==> src/rtl/gie_defs.svh <==
`ifndef GIO_DEFS_SVH
`define GIO_DEFS_SVH

// Register byte offsets
`define GIO_OFS_STATUS 4'h0
`define GIO_OFS_CORE 4'h4
`define GIO_OFS_COUNT 4'h8

// Status word field positions
`define GIO_BIT_C 0
`define GIO_BIT_Z 1
`define GIO_BIT_N 2
`define GIO_BIT_EN 3
`define GIO_BIT_HALT 4
`define GIO_BIT_OSC_STOP 5
`define GIO_BIT_V 8

// Masks and reset values
`define GIO_EN_MASK 16'h0008
`define GIO_FLAG_MASK 16'h0107
`define GIO_MODE_MASK 16'h0030
`define GIO_STATUS_RESET 16'h0000
`define GIO_COUNT_RESET 16'h0000

// Bus responses
`define GIO_RESP_OKAY 2'h0
`define GIO_RESP_SLVERR 2'h2

`endif

==> src/rtl/gie_pkg.sv <==
package gio_pkg;

    typedef enum logic [1:0] {
        GIO_OP_NONE = 2'h0,
        GIO_OP_OTHER = 2'h1,
        GIO_OP_ENABLE = 2'h2,
        GIO_OP_DISABLE = 2'h3
    } gio_op_type;

    typedef struct packed {
        logic [15:0] status_word;
        logic ei_shadow;
        logic irq_accept;
        logic nmi_accept;
        logic [15:0] accept_count;
        logic awready;
        logic wready;
        logic aw_held;
        logic w_held;
        logic [3:0] aw_addr;
        logic [31:0] w_data;
        logic [3:0] w_strb;
        logic bvalid;
        logic [1:0] bresp;
        logic arready;
        logic rvalid;
        logic [31:0] rdata;
        logic [1:0] rresp;
    } gio_state_type;

endpackage

==> src/rtl/gie_core.sv <==
`include "gie_defs.svh"

module gio_core (
    // Clock and reset
    input wire logic aclk,
    input wire logic aresetn,
    // Instruction boundary from the core
    input wire logic instr_valid,
    input wire gio_pkg::gio_op_type instr_op,
    // Interrupt request pins
    input wire logic irq_req,
    input wire logic nmi_req,
    // Interrupt decisions and status
    output logic irq_accept,
    output logic nmi_accept,
    output logic global_irq_enable_bit,
    output logic [15:0] status_word,
    // AXI4-Lite write address
    input wire logic awvalid,
    output logic awready,
    input wire logic [3:0] awaddr,
    input wire logic [2:0] awprot,
    // AXI4-Lite write data
    input wire logic wvalid,
    output logic wready,
    input wire logic [31:0] wdata,
    input wire logic [3:0] wstrb,
    // AXI4-Lite write response
    output logic bvalid,
    input wire logic bready,
    output logic [1:0] bresp,
    // AXI4-Lite read address
    input wire logic arvalid,
    output logic arready,
    input wire logic [3:0] araddr,
    input wire logic [2:0] arprot,
    // AXI4-Lite read data
    output logic rvalid,
    input wire logic rready,
    output logic [31:0] rdata,
    output logic [1:0] rresp
);
    gio_pkg::gio_state_type st;
    gio_pkg::gio_state_type next_st;
    logic irq_lvl;
    logic nmi_lvl;
    logic wr_fire;
    logic wr_status;

    gio_sync #(
        .WIDTH(2)
    ) u_sync (
        .aclk(aclk),
        .aresetn(aresetn),
        .async_in({nmi_req, irq_req}),
        .level({nmi_lvl, irq_lvl})
    );

    assign wr_fire = st.aw_held && st.w_held && !st.bvalid;
    assign wr_status = wr_fire && (st.aw_addr == `GIO_OFS_STATUS);

    always_comb begin
        next_st = st;
        next_st.irq_accept = 1'b0;
        next_st.nmi_accept = 1'b0;
        // Write channels taken in either order
        if (awvalid && st.awready) begin
            next_st.aw_held = 1'b1;
            next_st.awready = 1'b0;
            next_st.aw_addr = awaddr;
        end
        if (wvalid && st.wready) begin
            next_st.w_held = 1'b1;
            next_st.wready = 1'b0;
            next_st.w_data = wdata;
            next_st.w_strb = wstrb;
        end
        if (st.bvalid && bready) begin
            next_st.bvalid = 1'b0;
        end
        if (wr_fire) begin
            next_st.aw_held = 1'b0;
            next_st.w_held = 1'b0;
            next_st.awready = 1'b1;
            next_st.wready = 1'b1;
            next_st.bvalid = 1'b1;
            next_st.bresp = wr_status ? `GIO_RESP_OKAY : `GIO_RESP_SLVERR;
            if (wr_status) begin
                if (st.w_strb[0]) begin
                    next_st.status_word[7:0] = st.w_data[7:0];
                end
                if (st.w_strb[1]) begin
                    next_st.status_word[15:8] = st.w_data[15:8];
                end
            end
        end
        // Read channel
        if (st.rvalid && rready) begin
            next_st.rvalid = 1'b0;
            next_st.arready = 1'b1;
        end
        if (arvalid && st.arready) begin
            next_st.arready = 1'b0;
            next_st.rvalid = 1'b1;
            next_st.rresp = `GIO_RESP_OKAY;
            unique case (araddr)
                `GIO_OFS_STATUS: next_st.rdata = {16'h0000, st.status_word};
                `GIO_OFS_CORE: next_st.rdata = {28'h0000000, nmi_lvl, irq_lvl,
                    st.ei_shadow, st.status_word[`GIO_BIT_EN]};
                `GIO_OFS_COUNT: next_st.rdata = {16'h0000, st.accept_count};
                default: begin
                    next_st.rdata = 32'h00000000;
                    next_st.rresp = `GIO_RESP_SLVERR;
                end
            endcase
        end
        // Instruction boundary
        if (instr_valid) begin
            if (irq_lvl && st.status_word[`GIO_BIT_EN] && !st.ei_shadow) begin
                next_st.irq_accept = 1'b1;
                next_st.accept_count = 16'(st.accept_count + 16'h0001);
            end
            next_st.nmi_accept = nmi_lvl;
            next_st.ei_shadow = (instr_op == gio_pkg::GIO_OP_ENABLE);
            unique case (instr_op)
                gio_pkg::GIO_OP_DISABLE: begin
                    next_st.status_word = next_st.status_word & ~`GIO_EN_MASK;
                end
                gio_pkg::GIO_OP_ENABLE: begin
                    next_st.status_word = next_st.status_word | `GIO_EN_MASK;
                end
                gio_pkg::GIO_OP_NONE, gio_pkg::GIO_OP_OTHER: begin
                end
            endcase
        end
    end

    always_ff @(posedge aclk) begin
        if (!aresetn) begin
            st <= '0;
            st.status_word <= `GIO_STATUS_RESET;
            st.accept_count <= `GIO_COUNT_RESET;
            st.awready <= 1'b1;
            st.wready <= 1'b1;
            st.arready <= 1'b1;
        end else begin
            st <= next_st;
        end
    end

    assign irq_accept = st.irq_accept;
    assign nmi_accept = st.nmi_accept;
    assign global_irq_enable_bit = st.status_word[`GIO_BIT_EN];
    assign status_word = st.status_word;
    assign awready = st.awready;
    assign wready = st.wready;
    assign bvalid = st.bvalid;
    assign bresp = st.bresp;
    assign arready = st.arready;
    assign rvalid = st.rvalid;
    assign rdata = st.rdata;
    assign rresp = st.rresp;
endmodule // gio_core

==> src/rtl/gie_sync.sv <==
module gio_sync #(
    parameter int WIDTH = 1
) (
    // Clock and reset
    input wire logic aclk,
    input wire logic aresetn,
    // Asynchronous levels in, filtered levels out
    input wire logic [WIDTH-1:0] async_in,
    output logic [WIDTH-1:0] level
);
    logic [WIDTH-1:0] ff1;
    logic [WIDTH-1:0] ff2;
    logic [WIDTH-1:0] ff3;

    // Change counts once second and third stages agree
    always_ff @(posedge aclk) begin
        if (!aresetn) begin
            ff1 <= '0;
            ff2 <= '0;
            ff3 <= '0;
            level <= '0;
        end else begin
            ff1 <= async_in;
            ff2 <= ff1;
            ff3 <= ff2;
            for (int i = 0; i < WIDTH; i++) begin
                if (ff2[i] == ff3[i]) begin
                    level[i] <= ff3[i];
                end
            end
        end
    end
endmodule // gio_sync

==> config.mk <==
export PLATFORM = sky130hd
export DESIGN_NAME = gio_core
export DESIGN_NICKNAME = d
export VERILOG_FILES = /design/src/rtl/gie_pkg.sv /design/src/rtl/gie_core.sv /design/src/rtl/gie_sync.sv
export VERILOG_INCLUDE_DIRS = /design/src /design/src/rtl
export SDC_FILE = /design/constraint.sdc
export NUM_CORES = 1
export LEC_CHECK = 0
export ABC_AREA = 1
export BUFFER_PORTS_ARGS = -buffer_cell sky130_fd_sc_hd__buf_2
export CAP_MARGIN = 20
export CORE_MARGIN = 8
export CORE_UTILIZATION = 46
export DETAILED_ROUTE_END_ITERATION = 8
export GPL_TIMING_DRIVEN = 0
export PLACE_DENSITY = 0.75
export SYNTH_ARGS = -nofsm -noshare
export SYNTH_HDL_FRONTEND = slang
export SYNTH_SLANG_ARGS = --single-unit
export TNS_END_PERCENT = 20
==> constraint.sdc <==
create_clock -name aclk -period 1.1 [get_ports aclk]
set_input_delay 0 -clock aclk [delete_from_list [all_inputs] [get_ports aclk]]
set_output_delay 0 -clock aclk [all_outputs]
set_load 0.01 [all_outputs]
Word-level counts from Yosys, hierarchy flattened
Cells that the tools add are included.
Widths: inputs -> output; s select.
{"block": "classes", "addsub": 1, "eq_ne": 6, "n_mux": 15, "n_bitwise": 1, "reduce_logical": 20}
{"op": "$mux 16", "n": 3}
{"op": "$pmux 16 s3", "n": 1}
{"op": "$mux 36", "n": 1}
{"op": "$mux 23", "n": 1}
{"op": "$add 16x1->16 const B", "n": 1}
{"op": "$mux 8", "n": 2}
{"op": "$logic_and 1x1->1", "n": 10}
{"op": "$logic_not 4->1", "n": 2}
{"op": "$pmux 4 s2", "n": 1}
{"op": "$mux 2", "n": 3}
{"op": "$eq 2x2->1 const B", "n": 2}
{"op": "$eq 4x3->1 const B", "n": 1}
{"op": "$eq 4x4->1 const B", "n": 1}
{"op": "$reduce_and 2->1", "n": 2}
{"op": "$reduce_bool 2->1", "n": 2}
{"op": "$mux 3", "n": 1}
{"op": "$reduce_or 3->1", "n": 1}
{"op": "$eq 1x1->1", "n": 2}
{"op": "$logic_not 1->1", "n": 2}
{"op": "$mux 1", "n": 2}
{"op": "$reduce_or 2->1", "n": 1}
{"op": "$not 1->1", "n": 1}
{"block": "word_totals", "register_bits": 108, "input_bits": 62, "out_inout_bits": 60, "wordCells": 66}

Depth between registers and ports, before layout
{"block": "depth", "word_depth": 7, "ltp_mapped": 9, "mapped_depth_nobuf": 9}

Hierarchy
A second synthesis with hierarchy kept.
{"block": "unflattened", "cells_unflattened": 547, "area_unflattened_um2": 4113.9}
{"module": "gio_core", "n_inst": 1, "cells_per_inst": 521, "area_each_um2": 3881.2, "seq_area_each_um2": 1641.6}
{"module": "gio_sync", "n_inst": 1, "cells_per_inst": 26, "area_each_um2": 232.7, "seq_area_each_um2": 160.2}

Worst setup path before layout
OpenSTA, ideal clock, no wires.
{"block": "synth_path", "kind": "register to register", "start": "register st, in the netlist bvalid", "end": "register, netlist name status_word[10]", "setup_ns": 0.119, "arrival_ns": 1.125, "required_time_ns": 0.981, "setup_slack_ns": -0.145, "stages_incl_launch_ff": 8, "path_buffers": 1, "period_less_slack_ns": 1.245, "cell_sequence": "dfxtp_1 > inv_1 > nand3_1 > nor2_4 > nand2_2 > buf_2 > o21ai_0 > a21oi_1"}
{"block": "synth_via", "elab_chain_len": 5}
{"item": "from (decl)", "line": "gie_core.sv:43", "text": "gio_pkg::gio_state_type st;"}
{"item": "from (signal assigned)", "line": "gie_core.sv:147", "text": "st <= next_st;"}
{"item": "$logic_not 1->1 (*)", "line": "gie_core.sv:59", "text": "assign wr_fire = st.aw_held && st.w_held && !st.bvalid;"}
{"item": "$logic_and 1x1->1 (*)", "line": "gie_core.sv:59"}
{"item": "$logic_and 1x1->1", "line": "gie_core.sv:60", "text": "assign wr_status = wr_fire && (st.aw_addr == `GIO_OFS_STATUS);"}
{"item": "$mux 16", "line": "gie_core.sv:88", "text": "if (wr_status) begin"}
{"item": "$mux 16 (*)", "line": "gie_core.sv:81", "text": "if (wr_fire) begin"}
Every way passes the cells marked *; elsewhere a longest branch is shown, timed or not.
A chain may end at the register's enable or synchronous reset.

Worst setup path after layout
{"block": "layout_path", "start": "register st[78] (netlist bit)", "end": "register, netlist name status_word[5]"}
{"block": "layout_via", "elab_chain_len": 4}
{"item": "$logic_not 4->1 (no line)"}
{"item": "$logic_and 1x1->1", "line": "gie_core.sv:60"}
{"item": "$mux 16", "line": "gie_core.sv:88"}
{"item": "$mux 16", "line": "gie_core.sv:81"}
Every way passes these cells.

==> metrics.cfg <==
[setup_path]
cp-start-kind=flop
critPathRequiredTime_ns=1.35
end_kind=flop
cp_max_fo=5
arrival_ns=1.49
crit_type=reg2reg

[layout]
final_common_cell=buf_2
nNetsFinal=759
ff_latch_area_sq_um=1830
drive_gt1_frac=0.361
area_delta_synth_final_pct=34.7
design_area_sq_um=5500
nFillCells=763
mostFrequentLayoutCells=85 x buf_2, 79 x nand2_1, 76 x nor2_1, 76 x dfxtp_1, 65 x buf_4
final_cells=809
multi_input_area_sq_um=1810
antenna_cells=0

[global_route]
grt_max_degree=15
overflow=0
grt_pass1_vias=3755
antenna_found_initial=0
grt_usage=0.179
grt_pass1_wl_um=17200

[route]
drc=0
wl_per_cell_um=13.2
first_pass_iters=4
vias=3826
drt_iter0_markers=195
ant_nets=0
viasPerCell=4.73
wl_um=10700

[sta]
tightest_slew_ns=0.733
finalHoldViolCount=0
period_share=1.13
drv_slew=0
slew_headroom=0.511
setup_tns_ns=-2.24
post-route-min-period_ns=1.24
fin_skew_ns=0.0135
setup_viol=32
worst_slack_ns=-0.142
rsz0062_at_grt=yes
max_clock_freq_ghz=0.805

[power]
comb_power_share=0.120
total_power_mw=6.38
p_sw_mw=1.60
ir_drop_mv=0.790
clockPowerShare=0.341
p_int_mw=4.78
switching_share=0.251
seq_power_share=0.539
leakagePower_nw=2.50
p_per_area_nw_per_um2=1160

[floorplanning]
ios=122
dieArea_sq_um=12100
core_sq_um=8680
rows=34
initial_core_util=0.470
die_width_um=110
die_h_um=110

[clocking]
worstSkewPairLatency_ns=0.36
tritoncts=built
clkTransAtPathRegs_ns=0.09
htree_levels=3
cts_root_buffer=clkbuf_8
clock-sinks=90
cts_buffer_depth=2
numCtsBuffers=9

[yosys]
synth_compound_area_frac=0.154
synth_top_family_by_area=simple AND/OR/NAND/NOR gates
netlist_area_sq_um=4080
yosys_warnings=0
synth_fa_ha_area_frac=0.00307
ys_seq_elements=90
ys_seq_area_frac=0.442
synth_simple_gate_area_frac=0.238
yosysUniqueCellTypes=32
syn_inst=542
synth_xor_xnor_area_share=0
synthMuxAreaShare=0
postSynthAreaPerCell_sq_um=7.53

[placed_design]
placed_cell_area_sq_um=4720
dp.cells=746
place_congestion=0.886
numPortBuffers=79
dp_slack_ns=-0.369
dp_hpwl_um=7650

[run_status]
violations=setup timing
status=finished, violations left

[min_path]
hp-class=in2reg

[run]
drv_cap=0

layout make-up:
type                    instances  area share
repair buffers                126       0.150
plain buffers                  69      0.0899
clock inverters                 1     0.00137
flip-flops and latches         90       0.334
clock buffers                  15      0.0339
inverters                      52      0.0364
multi-input cells             348       0.330
well taps                     108      0.0246
through the flow:
step,hold WS [ns],utilization
global route,0.0808,0.633
detailed placement,0.184,0.543
finish,0.0400,0.633
CTS,0.0306,0.625
global placement,0.183,0.543
floorplan,0.0976,-
power by group through the flow:
stage	registers (mW)	clock network, mW	logic (mW)
4_1_cts	3.44	2.20	0.737
6_report	3.44	2.18	0.765
2_1_floorplan	3.51	0	0.409
3_3_place_gp	3.51	0	0.605
3_5_place_dp	3.52	0	0.617
5_1_grt	3.45	2.32	0.854
final timing paths:
path	start	end	slack [ns]	depth (start not counted)
max	st[78]	status_word[5]	-0.14	7
min	instr_valid	status_word[3]	0.04	4
max reg2reg	st[78]	status_word[5]	-0.14	7
min reg2reg	u_sync.ff1[1]	u_sync.ff2[1]	0.42	2
sequential cells by signal, summed over array words and instances (netlist names), 2 cells and up:
name,flops
rdata,16
u_sync.ff3,2
u_sync.ff2,2
u_sync.ff1,2
status_word,16
st,41
u_sync.level,2
cells in the mapped netlist:
library cell,instances,share of area
nor2_4,4,0.011
and3_1,1,0.0015
conb_1,1,0.00092
clkinv_1,2,0.0018
nor2_2,1,0.0015
inv_2,2,0.0018
o21ai_0,49,0.060
nor2_8,1,0.0049
o21ai_1,2,0.0025
nand2_4,1,0.0028
nand3_1,24,0.029
buf_1,2,0.0018
a31oi_1,1,0.0015
nand4_2,1,0.0031
nor3_1,2,0.0025
buf_6,1,0.0028
a21oi_1,35,0.043
or2_2,2,0.0031
dfxtp_1,90,0.44
o22ai_1,2,0.0031
o22ai_2,8,0.025
a21oi_2,8,0.017
inv_1,48,0.044
nand2_1,88,0.081
buf_4,52,0.096
ha_1,1,0.0031
nand4_1,8,0.012
nand2_2,4,0.0061
o21bai_1,1,0.0018
buf_2,5,0.0061
clkbuf_1,9,0.0083
nor2_1,86,0.079
per-layer routing:
layer	track usage	wire, um
met3	0.0355	725
met5	0	0
met1	0.214	4500
met4	0.0799	236
met2	0.303	5190
repair_timing:
action / in CTS / in global routing
cloned: 2 / 0
hold buffers: 33 / 0
resized for setup: 47 / 31
setup buffers: 10 / 2
endpoints found under the setup margin: 53 / 61
pin swaps: 11 / 12
endpoints found under the hold margin: 34 / 0
cell families after synthesis:
logic type | Yosys count
flip-flops | 90
AO/OA/AOI/OAI | 106
buffers and inverters | 121
other | 1
AND/OR/NAND/NOR | 223
adder cells (fa/ha/maj) | 1
worst max-delay path, stage by stage, from the launching register on:
cell     delay, ns
dfxtp_2       0.33
nor2_2        0.12
nand2_2       0.08
nor2_4        0.18
nand2_2       0.10
buf_6         0.14
o21ai_2       0.13
a21oi_2       0.05
Power figures use the tool's default switching activity.
